==> config.mk <==
export PLATFORM = sky130hd
export DESIGN_NAME = pasr_top
export DESIGN_NICKNAME = d
export VERILOG_FILES = /design/src/design/pasr_pkg.sv /design/src/design/pasr_if.sv /design/src/design/pasr_pins.sv /design/src/design/pasr_sync.sv /design/src/design/pasr_top.sv
export VERILOG_INCLUDE_DIRS = /design/src /design/src/design
export SDC_FILE = /design/constraint.sdc
export NUM_CORES = 1
export LEC_CHECK = 0
export ABC_AREA = 0
export BUFFER_PORTS_ARGS = -buffer_cell sky130_fd_sc_hd__buf_2
export CORE_MARGIN = 4
export CORE_UTILIZATION = 39
export CTS_CLUSTER_SIZE = 28
export DETAILED_ROUTE_END_ITERATION = 8
export PLACE_DENSITY_LB_ADDON = 0.3
export SLEW_MARGIN = 15
export SYNTH_ARGS = -nofsm -noshare
export SYNTH_HDL_FRONTEND = slang
export SYNTH_SLANG_ARGS = --single-unit
==> constraint.sdc <==
create_clock -name pclk -period 1.7 [get_ports pclk]
set_clock_uncertainty 0.2 [all_clocks]
set_input_delay 0.17 -clock pclk [delete_from_list [all_inputs] [get_ports pclk]]
set_output_delay 0.17 -clock pclk [all_outputs]
set_load 0.03 [all_outputs]
==> src/design/pasr_defs.svh <==
// register offsets, field positions, reset values for the shutdown block
`ifndef PASR_DEFS_SVH
`define PASR_DEFS_SVH
`define PASR_OFS_SHUTDOWN_CTRL 12'h000
`define PASR_OFS_PWM_CTRL 12'h004
`define PASR_OFS_IRQ_STATUS 12'h008
`define PASR_OFS_IRQ_MASK 12'h00c
`define PASR_OFS_LIVE 12'h010
`define PASR_BIT_EVENT_STATUS 7
`define PASR_SEL_HI 6
`define PASR_SEL_LO 4
`define PASR_AC_HI 3
`define PASR_AC_LO 2
`define PASR_BD_HI 1
`define PASR_BD_LO 0
`define PASR_BIT_AUTO_RESTART 7
`define PASR_IRQ_SHUTDOWN 0
`define PASR_IRQ_RESTART 1
`define PASR_IRQ_W 2
`define PASR_RST_SHUTDOWN_CTRL 8'h00
`define PASR_RST_PWM_CTRL 8'h00
`define PASR_RST_IRQ_MASK 2'h0
`define PASR_SYNC_STAGES 2
`endif

==> src/design/pasr_pkg.sv <==
// types and shared decode for the pwm auto-shutdown block
package pasr_pkg;
   typedef logic [2:0] pasr_src_sel_type;
   typedef logic [1:0] pasr_safe_type;
   typedef enum logic [1:0] {out_running, out_shut, out_wait_period} pasr_out_state_type;

   // source select decode; int pin is active low
   function automatic logic pasr_cond(input pasr_src_sel_type sel, input logic int_n,
                                      input logic c1, input logic c2);
      logic cmp;
      cmp = (sel[0] & c1) | (sel[1] & c2);
      pasr_cond = cmp | (sel[2] & ~int_n);
   endfunction : pasr_cond
endpackage : pasr_pkg

==> src/design/pasr_if.sv <==
// carrier between the control core and the pin forcing stage
`timescale 1ns/100ps
interface pasr_if;
   import pasr_pkg::*;
   pasr_src_sel_type sel;
   pasr_safe_type safe_ac;
   pasr_safe_type safe_bd;
   logic hold;
   logic int_pin_n;
   logic cmp_one;
   logic cmp_two;
   logic [3:0] pwm_in;
   logic [3:0] pwm_en;
   logic [3:0] pin_out;
   logic [3:0] pin_oe;
   modport core (output sel, output safe_ac, output safe_bd, output hold, output int_pin_n,
                 output cmp_one, output cmp_two, output pwm_in, output pwm_en,
                 input pin_out, input pin_oe);
   modport pins (input sel, input safe_ac, input safe_bd, input hold, input int_pin_n,
                 input cmp_one, input cmp_two, input pwm_in, input pwm_en,
                 output pin_out, output pin_oe);
endinterface : pasr_if

==> src/design/pasr_pins.sv <==
// asynchronous forcing of the four pwm pins into their safe states
`timescale 1ns/100ps
module pasr_pins (
   pasr_if.pins bus
);
   import pasr_pkg::*;
   wire raw_cond;
   wire force_safe;

   // raw pins bypass the synchroniser so the pins react without a clock edge
   assign raw_cond = pasr_cond(bus.sel, bus.int_pin_n, bus.cmp_one, bus.cmp_two);
   assign force_safe = bus.hold | raw_cond;

   // pins a (0) and c (2) form one pair, b (1) and d (3) the other
   genvar i;
   for (i = 0; i < 4; i++) begin : g_pin
      wire pasr_safe_type safe = (i % 2 == 0) ? bus.safe_ac : bus.safe_bd;
      assign bus.pin_out[i] = force_safe ? safe[0] : bus.pwm_in[i];
      assign bus.pin_oe[i] = bus.pwm_en[i] & ~(force_safe & safe[1]);
   end
endmodule : pasr_pins

==> src/design/pasr_sync.sv <==
// two-flop synchroniser for asynchronous shutdown sources
`timescale 1ns/100ps
module pasr_sync #(
   parameter int WIDTH = 3
) (
   input wire logic pclk,
   input wire logic presetn,
   input wire logic [WIDTH-1:0] async_in,
   input wire logic [WIDTH-1:0] reset_val,
   output logic [WIDTH-1:0] sync_out
);
   logic [WIDTH-1:0] meta_reg;
   logic [WIDTH-1:0] meta_next;
   logic [WIDTH-1:0] hold_reg;
   logic [WIDTH-1:0] seed_reg;

   initial begin
      if (WIDTH < 1) $error("pasr_sync: WIDTH must be at least 1");
   end

   assign meta_next = async_in;
   assign sync_out = hold_reg;

   // reset value is a port, so it is loaded after release, not under reset
   always_ff @(posedge pclk or negedge presetn) begin
      if (!presetn) begin
         meta_reg <= '0;
         hold_reg <= '0;
         seed_reg <= '0;
      end else begin
         seed_reg <= '1;
         meta_reg <= meta_next;
         hold_reg <= (&seed_reg) ? meta_reg : reset_val;
      end
   end
endmodule : pasr_sync

==> src/design/pasr_top.sv <==
// pwm auto-shutdown and auto-restart control with apb registers
`timescale 1ns/100ps
`include "pasr_defs.svh"
module pasr_top #(
   parameter int ADDR_W = 12
) (
   input wire logic pclk,
   input wire logic presetn,
   input wire logic psel,
   input wire logic penable,
   input wire logic pwrite,
   input wire logic [ADDR_W-1:0] paddr,
   input wire logic [31:0] pwdata,
   output logic [31:0] prdata,
   output logic pready,
   output logic pslverr,
   input wire logic int_pin_n,
   input wire logic comparator_one,
   input wire logic comparator_two,
   input wire logic [3:0] pwm_in,
   input wire logic [3:0] pwm_pin_en,
   input wire logic period_start,
   output logic pwm_out_a,
   output logic pwm_out_b,
   output logic pwm_out_c,
   output logic pwm_out_d,
   output logic pwm_oe_a,
   output logic pwm_oe_b,
   output logic pwm_oe_c,
   output logic pwm_oe_d,
   output logic irq
);
   import pasr_pkg::*;

   initial begin
      if (ADDR_W < 5) $error("pasr_top: ADDR_W must be at least 5");
   end

   // register state
   logic [7:0] shutdown_control_reg;
   logic [7:0] shutdown_control_next;
   logic [7:0] pwm_control_reg;
   logic [7:0] pwm_control_next;
   logic [`PASR_IRQ_W-1:0] irq_status_reg;
   logic [`PASR_IRQ_W-1:0] irq_status_next;
   logic [`PASR_IRQ_W-1:0] irq_mask_reg;
   logic [`PASR_IRQ_W-1:0] irq_mask_next;
   logic irq_reg;
   logic irq_next;
   pasr_out_state_type state_reg;
   pasr_out_state_type state_next;
   logic hold_reg;
   logic hold_next;
   logic [31:0] prdata_reg;
   logic [31:0] prdata_next;
   logic pready_reg;
   logic pready_next;
   logic pslverr_reg;
   logic pslverr_next;

   // synchronised sources
   wire [2:0] src_sync;
   wire int_n_s = src_sync[0];
   wire c1_s = src_sync[1];
   wire c2_s = src_sync[2];

   pasr_sync #(.WIDTH(3)) u_sync (
      .pclk(pclk),
      .presetn(presetn),
      .async_in({comparator_two, comparator_one, int_pin_n}),
      .reset_val(3'h1),
      .sync_out(src_sync)
   );

   pasr_if pin_bus ();
   pasr_pins u_pins (
      .bus(pin_bus.pins)
   );

   // control fields
   wire pasr_src_sel_type sel = shutdown_control_reg[`PASR_SEL_HI:`PASR_SEL_LO];
   wire pasr_safe_type safe_ac = shutdown_control_reg[`PASR_AC_HI:`PASR_AC_LO];
   wire pasr_safe_type safe_bd = shutdown_control_reg[`PASR_BD_HI:`PASR_BD_LO];
   wire event_status = shutdown_control_reg[`PASR_BIT_EVENT_STATUS];
   wire auto_restart_enable = pwm_control_reg[`PASR_BIT_AUTO_RESTART];

   assign pin_bus.sel = sel;
   assign pin_bus.safe_ac = safe_ac;
   assign pin_bus.safe_bd = safe_bd;
   assign pin_bus.hold = hold_reg;
   assign pin_bus.int_pin_n = int_pin_n;
   assign pin_bus.cmp_one = comparator_one;
   assign pin_bus.cmp_two = comparator_two;
   assign pin_bus.pwm_in = pwm_in;
   assign pin_bus.pwm_en = pwm_pin_en;

   // pins are forced combinationally from raw sources, so they cannot come from flops
   assign pwm_out_a = pin_bus.pin_out[0];
   assign pwm_out_b = pin_bus.pin_out[1];
   assign pwm_out_c = pin_bus.pin_out[2];
   assign pwm_out_d = pin_bus.pin_out[3];
   assign pwm_oe_a = pin_bus.pin_oe[0];
   assign pwm_oe_b = pin_bus.pin_oe[1];
   assign pwm_oe_c = pin_bus.pin_oe[2];
   assign pwm_oe_d = pin_bus.pin_oe[3];

   // condition from synchronised sources; level, not edge
   wire cond = pasr_cond(sel, int_n_s, c1_s, c2_s);

   // apb decode; one wait state, writes land on the completing edge
   wire access = psel & penable;
   wire done = access & pready_reg;
   wire wr = done & pwrite;
   wire rd = done & ~pwrite;
   wire [ADDR_W-1:0] ofs = paddr;
   wire hit_ctrl = (ofs == ADDR_W'(`PASR_OFS_SHUTDOWN_CTRL));
   wire hit_pwm = (ofs == ADDR_W'(`PASR_OFS_PWM_CTRL));
   wire hit_irqs = (ofs == ADDR_W'(`PASR_OFS_IRQ_STATUS));
   wire hit_mask = (ofs == ADDR_W'(`PASR_OFS_IRQ_MASK));
   wire hit_live = (ofs == ADDR_W'(`PASR_OFS_LIVE));
   wire hit_any = hit_ctrl | hit_pwm | hit_irqs | hit_mask | hit_live;
   wire wr_ctrl = wr & hit_ctrl;

   // status bit: hardware set wins over every clear
   wire fw_set = wr_ctrl & pwdata[`PASR_BIT_EVENT_STATUS] & ~cond;
   wire fw_clr = wr_ctrl & ~pwdata[`PASR_BIT_EVENT_STATUS] & ~cond;
   wire hw_clr = auto_restart_enable & ~cond;
   wire status_next = cond | fw_set | (event_status & ~fw_clr & ~hw_clr);

   assign shutdown_control_next = wr_ctrl ? {status_next, pwdata[6:0]} :
                                  {status_next, shutdown_control_reg[6:0]};
   assign pwm_control_next = (wr & hit_pwm) ? {pwdata[7], 7'h00} : pwm_control_reg;
   assign irq_mask_next = (wr & hit_mask) ? pwdata[`PASR_IRQ_W-1:0] : irq_mask_reg;

   // output release state: restart waits for a period boundary
   always_comb begin
      state_next = state_reg;
      case (state_reg)
         out_running: begin
            if (status_next) state_next = out_shut;
         end
         out_shut: begin
            if (!status_next) state_next = out_wait_period;
         end
         out_wait_period: begin
            if (status_next) state_next = out_shut;
            else if (period_start) state_next = out_running;
         end
         default: begin
            state_next = out_shut;
         end
      endcase
   end

   assign hold_next = (state_next != out_running);

   // sticky events; a read clears only the bits it returned, so an event that lands
   // between the data capture and the completing edge is kept for the next read
   wire ev_shut = (state_reg == out_running) & (state_next != out_running);
   wire ev_restart = (state_reg != out_running) & (state_next == out_running);
   wire [`PASR_IRQ_W-1:0] ev = {ev_restart, ev_shut};
   wire [`PASR_IRQ_W-1:0] irq_shown = prdata_reg[`PASR_IRQ_W-1:0];
   wire [`PASR_IRQ_W-1:0] irq_kept = (rd & hit_irqs) ? (irq_status_reg & ~irq_shown) :
                                     irq_status_reg;
   assign irq_status_next = irq_kept | ev;
   assign irq_next = |(irq_status_next & irq_mask_next);

   // read data captured at the wait cycle, shown with pready
   wire [31:0] live_word = {27'h0, hold_reg, cond, c2_s, c1_s, ~int_n_s};
   always_comb begin
      prdata_next = prdata_reg;
      if (access & ~pready_reg & ~pwrite) begin
         prdata_next = 32'h0;
         if (hit_ctrl) prdata_next = {24'h0, shutdown_control_reg};
         if (hit_pwm) prdata_next = {24'h0, pwm_control_reg};
         if (hit_irqs) prdata_next = {30'h0, irq_status_reg};
         if (hit_mask) prdata_next = {30'h0, irq_mask_reg};
         if (hit_live) prdata_next = live_word;
      end
   end

   assign pready_next = access & ~pready_reg;
   assign pslverr_next = access & ~pready_reg & ~hit_any;

   always_ff @(posedge pclk or negedge presetn) begin
      if (!presetn) begin
         shutdown_control_reg <= `PASR_RST_SHUTDOWN_CTRL;
         pwm_control_reg <= `PASR_RST_PWM_CTRL;
         irq_status_reg <= '0;
         irq_mask_reg <= `PASR_RST_IRQ_MASK;
         irq_reg <= 1'b0;
         state_reg <= out_running;
         hold_reg <= 1'b0;
      end else begin
         shutdown_control_reg <= shutdown_control_next;
         pwm_control_reg <= pwm_control_next;
         irq_status_reg <= irq_status_next;
         irq_mask_reg <= irq_mask_next;
         irq_reg <= irq_next;
         state_reg <= state_next;
         hold_reg <= hold_next;
      end
   end

   always_ff @(posedge pclk or negedge presetn) begin
      if (!presetn) begin
         prdata_reg <= 32'h0;
         pready_reg <= 1'b0;
         pslverr_reg <= 1'b0;
      end else begin
         prdata_reg <= prdata_next;
         pready_reg <= pready_next;
         pslverr_reg <= pslverr_next;
      end
   end

   assign prdata = prdata_reg;
   assign pready = pready_reg;
   assign pslverr = pslverr_reg;
   assign irq = irq_reg;
endmodule : pasr_top

---- Yosys cells after proc, flatten, opt, wreduce, memory -nomap -nowiden ----
Index checks and enable logic that the tools add are counted.
storage, ports and cells
  bits in registers ....................... 58
  input bits .............................. 61
  word-level logic and storage cells ...... 102
cells by class
  equal/unequal tests ..................... 6
  muxes and demuxes ....................... 17
  bitwise gates (word level) .............. 58
  reductions and logical operators ........ 7
operators with widths
  operator                                                           number
  32-bit 2-to-1 mux                                                  4
  1-bit AND                                                          32
  12-bit by 4-bit == test with 1-bit output (second input constant)  2
  12-bit by 3-bit == test with 1-bit output (second input constant)  1
  12-bit by 5-bit == test with 1-bit output (second input constant)  1
  12-bit zero test                                                   1
  2-bit 2-to-1 mux                                                   6
  1-bit inverter                                                     11
  1-bit bitwise OR                                                   11
  8-bit 2-to-1 mux                                                   1
  2-bit one-hot mux with 3 select lines                              1
  2-bit AND                                                          2
  2-bit zero test                                                    2
  1-bit 2-to-1 mux                                                   4
  2-bit nonzero test                                                 2
  3-bit 2-to-1 mux                                                   1
  3-bit AND reduction                                                1
  2-bit by 1-bit == test with 1-bit output (second input constant)   1
  2-bit == test (second input constant)                              1
  2-bit inverter                                                     1
  2-bit bitwise OR                                                   1
  2-bit OR reduction                                                 1

---- Logic depth before layout (Yosys ltp) ----
Gate-level depths: netlist (run 1).
  word-level depth ........................ 17
  gate-level depth with buffers ........... 6
  gate-level depth less buffers ........... 5

---- Hierarchy ----
Synthesis (run 1) repeated with hierarchy kept, for this count alone.
second synthesis, totals
  cells, all modules ...................... 166
  area, all modules ....................... 1,848.0 um^2
by module, submodules not included
  module     instances  cells an instance  area an instance (um^2)  sequential area each (um^2)
  pasr_top   1          143                1,508.9                  675.6
  pasr_sync  1          11                 212.7                    175.2
  pasr_pins  1          12                 126.4                    0.0

---- Worst setup path after synthesis (run 1) ----
No wires, ideal clock.
  path type ............................... register to register
  from .................................... register pready_reg, in the netlist pready
  to ...................................... register irq_reg, in the netlist irq
  data arrival time ....................... 1,818 ps
  data required time ...................... 1,382 ps
  slack ................................... -436 ps
  cell stages (with the launch flop) ...... 6
  clock period less this slack ............ 2,136 ps
  cell sequence ........................... dfrtp_1 -> nand3_1 -> nor3b_1 -> nand4_1 -> mux2_2 -> a2bb2o_4
on the way
  elaborated cells on any way between the ends .. 28
  those cells by class .................... mux (6); bitwise (19); reduce/logical (3)
RTL lines
  item                        line             source
  from (decl)                 pasr_top.sv:56   logic pready_reg;
  from (signal assigned)      pasr_top.sv:212  pready_reg <= pready_next;
  1-bit AND                   pasr_top.sv:112  wire done = access & pready_reg;
  1-bit AND                   pasr_top.sv:113  wire wr = done & pwrite;
  1-bit AND                   pasr_top.sv:133  assign irq_mask_next = (wr & hit_mask) ? pwdata[`PASR_IRQ_W-1:0] : irq_mask_reg;
  2-bit 2-to-1 mux            pasr_top.sv:133
  named net irq_mask_next[1]  pasr_top.sv:47   logic [`PASR_IRQ_W-1:0] irq_mask_next;
  2-bit AND                   pasr_top.sv:166  assign irq_next = |(irq_status_next & irq_mask_next);
  2-bit OR reduction          pasr_top.sv:166
  named net irq_next          pasr_top.sv:49   logic irq_next;
  to (signal assigned)        pasr_top.sv:199  irq_reg <= irq_next;
  to (decl)                   pasr_top.sv:48   logic irq_reg;
The timed path passes the listed nets, and every way through them passes these cells.
A chain may end at the register's enable or synchronous reset.

---- Worst setup path after layout (run 1) ----
  from .................................... register shutdown_control_reg[5]
  to ...................................... output pwm_out_a
on the way
  cells in the longest elaborated chain, start to end .. 5
RTL lines
  item                    line             source
  from (decl)             pasr_top.sv:40   logic [7:0] shutdown_control_reg;
  from (signal assigned)  pasr_top.sv:187  shutdown_control_reg <= `PASR_RST_SHUTDOWN_CTRL;
  from (signal assigned)  pasr_top.sv:195  shutdown_control_reg <= shutdown_control_next;
  1-bit AND               pasr_pkg.sv:11   cmp = (sel[0] & c1) | (sel[1] & c2);
  1-bit bitwise OR        pasr_pkg.sv:11
  1-bit bitwise OR        pasr_pkg.sv:12   pasr_cond = cmp | (sel[2] & ~int_n);
  1-bit bitwise OR        pasr_pins.sv:12  assign force_safe = bus.hold | raw_cond;
  1-bit 2-to-1 mux        pasr_pins.sv:18  assign bus.pin_out[i] = force_safe ? safe[0] : bus.pwm_in[i];
  to (decl)               pasr_top.sv:23   output logic pwm_out_a,
Every way passes these cells.

==> results of run 1 <==
[cell families (layout without fill, tap and decap cells)]
group,Yosys count,after routing,synth area share
AO/OA/AOI/OAI,35,35,0.1462
buffers and inverters,36,110,0.1253
flip-flops,34,34,0.4735
multiplexers,18,18,0.1093
other,2,25,0.004180
AND/OR/NAND/NOR,43,43,0.1414
[layout make-up]
cell class | instances | share of cell area
multi-input cells | 121 | 0.3416
flip-flops and latches | 34 | 0.3314
repair buffers | 94 | 0.2545
clock buffers | 7 | 0.03358
well taps | 52 | 0.02530
inverters | 8 | 0.01168
clock inverters | 1 | 0.001946
[power by group]
part / switching [W] / total (W) / internal, W
Clock: 0.000280 / 0.000607 / 0.000326
Sequential: 0.00000626 / 0.000827 / 0.000821
Combinational: 0.000179 / 0.000290 / 0.000111
[layer usage]
layer | track usage | vias to the layer above
met3 | 0.03562 | 4
li1 | - | 737
met5 | 0 | -
met1 | 0.1892 | 718
met2 | 0.2538 | 47
met4 | 0.05825 | 0
[path summary, 6_finish.rpt]
path	from	to	cells past startpoint
worst max-delay path	shutdown_control_reg[5]	pwm_out_a	6
worst min-delay path	paddr[2]	pwm_control_reg[7]	3
worst max register to register	shutdown_control_reg[4]	hold_reg	6
worst min register to register	u_sync.meta_reg[0]	u_sync.sync_out[0]	1
max in group asynchronous	presetn	pready	3
min in group asynchronous	presetn	prdata[5]	3
[synthesized netlist by cell type (all sizes together)]
master  number
or4          1
mux2i        5
inv          8
a31o         2
nor3b        1
a2bb2o       1
clkbuf       4
mux2        13
nand3        4
o32a         1
a22o         3
or2          2
and2         2
dfrtp       34
nor2         7
buf         24
nand2b       1
nand4b       1
a211o        1
o31ai        3
a31oi        2
o21ai        7
nor4         2
a21oi        3
a22oi        1
o211ai       3
nand2       11
conb         2
nand4        1
nor2b        1
a211oi       1
a21boi       6
nor4b        2
a21o         1
nor3         4
or3          3
[per-stage QoR]
step / setup WS, ns / area [um2] / utilization / cells / power, W
after floorplan: -0.2922 / 1894 / - / 191 / 0.001036
after global placement: -0.4327 / 2190 / 0.4960 / 290 / 0.001083
after detailed placement: -0.4574 / 2190 / 0.4960 / 290 / 0.001085
after CTS: -0.2900 / 2524 / 0.5717 / 315 / 0.001731
after global routing: -0.3811 / 2571 / 0.5825 / 317 / 0.001804
final: -0.2861 / 2571 / 0.5825 / 317 / 0.001724
[cells in the final DEF (no fill, tap or decap), drive strengths merged, types with 2 or more instances in the layout]
cell         netlist  final
a21boi             6      6
a21oi              3      3
a22o               3      3
a31o               2      2
a31oi              2      2
and2               2      2
buf               24     79
clkbuf             4      7
conb               2     25
dfrtp             34     34
dlygate4sd3        0     15
inv                8      8
mux2              13     13
mux2i              5      5
nand2             11     11
nand3              4      4
nor2               7      7
nor3               4      4
nor4               2      2
nor4b              2      2
o211ai             3      3
o21ai              7      7
o31ai              3      3
or2                2      2
or3                3      3
[what timing repair did]
action,in CTS,in global routing
buffers inserted,2,2
endpoints found under the hold margin,49,0
hold buffers,15,0
pin swaps,2,2
resized for setup,20,8
endpoints found under the setup margin,23,26
[worst min-delay path: stages]
cell     delay, ns
buf_2         0.14
nand3_1       0.08
mux2_2        0.14
==> impl_metrics.csv, run 1 <==
group,metric,value,unit
clock_tree,clk_pin_slew_worst_paths,0.07,ns
floorplan,core-area,0.004414,mm2
placement,hpwl,3.051,mm
synth,synth_cells,168,
power,irDropWorstVdd,0.5617,mV
sta,finalSetupViolCount,22,
synth,synthTopCellsByArea,"dfrtp_1 47%, buf_4 10%, mux2_2 8.1%",
synth,syn_area,0.001797,mm2
outcome,violations,"negative setup slack",
worst_setup_path,worst_path_largest_cell_delay,0.36,ns
clock_tree,clock_path_buffers,2,
worst_setup_path,required,1.33,ns
sta,fmax,503.5,MHz
worst_setup_path,crit_buf_inv,3,
synth,syn_avg_cell_area,10.69,um2
synth,yosys.cell_types.count,41,
synth,yosys_warnings,0,
sta,hold_violations,0,
grt,grt_usage,0.1517,
worst_setup_path,critPathArrivalTime,1.62,ns
sta,setup_ws,-0.2861,ns
power,power.density,670.5,mW/mm2
drt,wire_per_inst,12.95,um
clock_tree,ctsRootBufferMaster,"clkbuf_8",
grt,grt_pass1_wl,6.492,mm
outcome,status,"complete, but fails checks",
floorplan,dieHeight,75.88,um
worst_setup_path,crit_chain,"buf_4 > nand2_1 > o211ai_1 > buf_4 > mux2_2 > buf_6",
worst_setup_path,crit_type,"reg -> out",
drt,wl_met1,1.703,mm
clock_tree,htree_num_levels,2,
drt,drt-pass1-iter-count,4,
floorplan,dieArea,0.005757,mm2
drt,wl,4.106,mm
clock_tree,tritoncts,"built",
grt,grt_pass1_vias,1395,
grt,grt_overflow,0,
drt,drc_errors,0,
worst_setup_path,r2r_slack,-0.15,ns
drt,highest_layer,"met4",
clock_tree,clk_latency,0.28,ns
cells_and_area,layout.nets,325,
worst_setup_path,path_max_fanout,6,
placement,portBuffers,55,
floorplan,die_w,75.88,um
synth,synth.largest_area_cell,"dfrtp_1",
placement,place_congestion,0.7548,
sta,period_share,1.168,
grt,grt_max_degree,35,
power,leakagePower,1.337,nW
synth,synth_top_area_share,0.4735,
sta,post-route-min-period,1.986,ns
sta,holdWs,0.08753,ns
floorplan,ios,104,
drt,wl_met2,2.079,mm
drt,vias,1506,
cells_and_area,area_growth,43.11,%
grt,antenna_found_initial,0,
sta,rsz0062_at_grt,"yes",
worst_setup_path,cpMostUsedCell,"buf_4",
worst_setup_path,cp_top_family,"buffers and inverters",
drt,routed_via_density,4.751,
synth,ys_seq_area_frac,0.4735,
clock_tree,numCtsBuffers,5,
drt,route.met3.wl,274,um
floorplan,fp-row-count,24,
cells_and_area,diodes,0,
cells_and_area,multi_input_area,878.3,um2
sta,fin_setup_tns,-3.153,ns
clock_tree,clkSinkCount,34,
worst_setup_path,start_kind,"register",
worst_setup_path,critPathSlowestCell,"dfrtp_1",
sta,finalMaxSlewViolations,0,
cells_and_area,num-fill-cells,391,
worst_hold_path,hold_class,"in -> reg",
cells_and_area,regArea,852.1,um2
synth,ys_seq_elements,34,
cells_and_area,drive_above_1_share,0.4453,
worst_setup_path,cp-end-kind,"primary output",
floorplan,start_util,0.4070,
drt,first_iter_violations,70,
drt,postRouteAntennaNets,0,
job,max-cap-violations,0,
Note: power is estimated with default switching activity, not from simulation.
==> run 2, diff against run 1 <==
--- a/config.mk
+++ b/config.mk
@@ -13,6 +13,7 @@
 export CTS_CLUSTER_SIZE = 28
 export DETAILED_ROUTE_END_ITERATION = 8
 export PLACE_DENSITY_LB_ADDON = 0.3
+export RECOVER_POWER = 25
 export SLEW_MARGIN = 15
 export SYNTH_ARGS = -nofsm -noshare
 export SYNTH_HDL_FRONTEND = slang
==> run 2 against run 1 <==
Critical endpoint unchanged. Cell count unchanged. First-iteration DRC count unchanged. Critical path type unchanged. The flow still finishes with violations (negative setup slack). Clock power about the same. Largest power group unchanged. Register-to-register slack about the same. Critical path depth unchanged. Die area unchanged. Setup slack improved by 0.00098 ns. Global-route usage unchanged.
==> impl_metrics.csv, run 2 (same netlist as run 1, synthesis figures left out) <==
group,metric,value,unit
placement,pre_cts_ws,-0.4574,ns
power,p_int,0.001258,W
clock_tree,numCtsBuffers,5,
grt,grt_overflow,0,
outcome,violations,"negative setup slack",
floorplan,die_w,75.88,um
sta,finalSetupViolCount,22,
drt,vias,1506,
cells_and_area,final_common_cell,"buf_2",
cells_and_area,layout.cells.most_common_list,"45 x buf_2, 33 x dfrtp_1, 25 x conb_1, 25 x buf_4, 15 x dlygate4sd3_1",
power,leakagePower,1.333,nW
clock_tree,clk_pin_slew_worst_paths,0.07,ns
clock_tree,clkSinkCount,34,
clock_tree,clk_latency,0.28,ns
sta,fmax,503.7,MHz
worst_setup_path,required,1.33,ns
clock_tree,ctsRootBufferMaster,"clkbuf_8",
clock_tree,clock_path_buffers,2,
drt,route.met3.wl,274,um
grt,grt_usage,0.1517,
cells_and_area,diodes,0,
clock_tree,tritoncts,"built",
worst_setup_path,crit_chain,"buf_6 > a21oi_2 > o211ai_1 > buf_4 > mux2_2 > buf_6",
power,irDropWorstVdd,0.5617,mV
power,power_frac_seq,0.480,
clock_tree,htree_num_levels,2,
placement,portBuffers,55,
drt,wl_met1,1.699,mm
worst_setup_path,cpMostUsedCell,"buf_6",
drt,drt-pass1-iter-count,4,
power,comb_power_share,0.168,
worst_setup_path,worst_path_largest_cell_delay,0.39,ns
drt,highest_layer,"met4",
placement,hpwl,3.051,mm
cells_and_area,multi_input_area,878.3,um2
floorplan,start_util,0.4070,
cells_and_area,regArea,852.1,um2
worst_setup_path,critPathSlowestCell,"dfrtp_1",
power,power.density,671.0,mW/mm2
sta,relSlewSlack,0.4446,
sta,rsz0062_at_grt,"yes",
sta,hold_violations,0,
floorplan,ios,104,
job,max-cap-violations,0,
grt,grt_max_degree,35,
sta,post-route-min-period,1.985,ns
floorplan,fp-row-count,24,
placement,place_congestion,0.7548,
worst_setup_path,path_max_fanout,6,
drt,wl_met2,2.079,mm
worst_setup_path,cp-end-kind,"primary output",
outcome,status,"complete, but fails checks",
worst_setup_path,cp_top_family,"buffers and inverters",
worst_setup_path,crit_buf_inv,3,
cells_and_area,area_growth,42.90,%
drt,drc_errors,0,
cells_and_area,num-fill-cells,393,
grt,grt_pass1_vias,1395,
worst_setup_path,crit_type,"reg -> out",
cells_and_area,drive_above_1_share,0.4415,
drt,first_iter_violations,70,
sta,finalMaxSlewViolations,0,
worst_setup_path,start_kind,"register",
sta,worst_slew_pin_slew,0.8331,ns
sta,setup_ws,-0.2851,ns
drt,routed_via_density,4.751,
drt,postRouteAntennaNets,0,
power,power.switching,0.0004651,W
power,p_total,0.001723,W
worst_setup_path,critPathArrivalTime,1.62,ns
cells_and_area,layout.nets,325,
power,p_sw_frac,0.2700,
floorplan,core-area,0.004414,mm2
sta,period_share,1.168,
drt,wl,4.101,mm
power,p_clk_frac,0.352,
floorplan,dieArea,0.005757,mm2
floorplan,dieHeight,75.88,um
grt,antenna_found_initial,0,
worst_hold_path,hold_class,"in -> reg",
drt,wire_per_inst,12.94,um
grt,grt_pass1_wl,6.492,mm
## run 2: cell type report
| class | instances | share of cell area |
|---|---|---|
| multi-input combinational | 121 | 0.3421 |
| clock inverter | 1 | 0.001949 |
| timing repair buffer | 94 | 0.2534 |
| clock buffer | 7 | 0.03363 |
| sequential | 34 | 0.3319 |
| tap | 52 | 0.02534 |
| inverter | 8 | 0.01170 |
## run 2: final timing paths
path	slack, ns	depth (start not counted)	end	start
hold / removal	0.09	3	pwm_control_reg[7]	paddr[2]
max in group asynchronous	0.33	3	pready	presetn
min in group asynchronous	0.39	3	prdata[5]	presetn
setup / recovery	-0.29	6	pwm_out_a	shutdown_control_reg[4]
hold reg to reg	0.23	1	u_sync.sync_out[0]	u_sync.meta_reg[0]
setup reg to reg	-0.15	6	hold_reg	shutdown_control_reg[4]
## run 2: routing by layer
layer / global-route usage / vias to the layer above
li1: - / 737
met5: 0 / -
met3: 0.03562 / 4
met4: 0.05825 / 0
met2: 0.2538 / 47
met1: 0.1892 / 718
## run 2: worst reg2reg max path: stages (launching register included)
cell and delay (ns):
dfrtp_1 0.39, buf_4 0.14, a22oi_1 0.12, o21ai_1 0.13, a31o_2 0.27, or2_4 0.26, a211o_1 0.22
## run 2: stage by stage
stage	std cells	instance area (um2)	TNS [ns]	hold WS, ns	utilization
2_1_floorplan	191	1894	-2.695	-0.3256	-
3_3_place_gp	290	2190	-6.874	0.01933	0.4960
3_5_place_dp	290	2190	-7.115	0.02178	0.4960
4_1_cts	315	2524	-3.366	0.07584	0.5717
5_1_grt	317	2567	-4.836	0.08934	0.5816
6_report	317	2567	-3.147	0.08752	0.5816
## run 2: repair_timing
| action | 4_1_cts | 5_1_grt |
|---|---|---|
| setup endpoints to repair | 23 | 26 |
| hold buffers | 15 | 0 |
| hold endpoints to repair | 49 | 0 |
| gates resized for setup | 20 | 8 |
| buffers inserted | 2 | 2 |
| pin swaps | 2 | 2 |
## run 2: power by group through the flow
stage / clock network, W / registers (W) / logic [W]
3_5_place_dp: 0 / 0.000843 / 0.000242
4_1_cts: 0.000621 / 0.000827 / 0.000282
3_3_place_gp: 0 / 0.000842 / 0.000240
2_1_floorplan: 0 / 0.000847 / 0.000190
5_1_grt: 0.000661 / 0.000828 / 0.000314
6_report: 0.000607 / 0.000828 / 0.000289
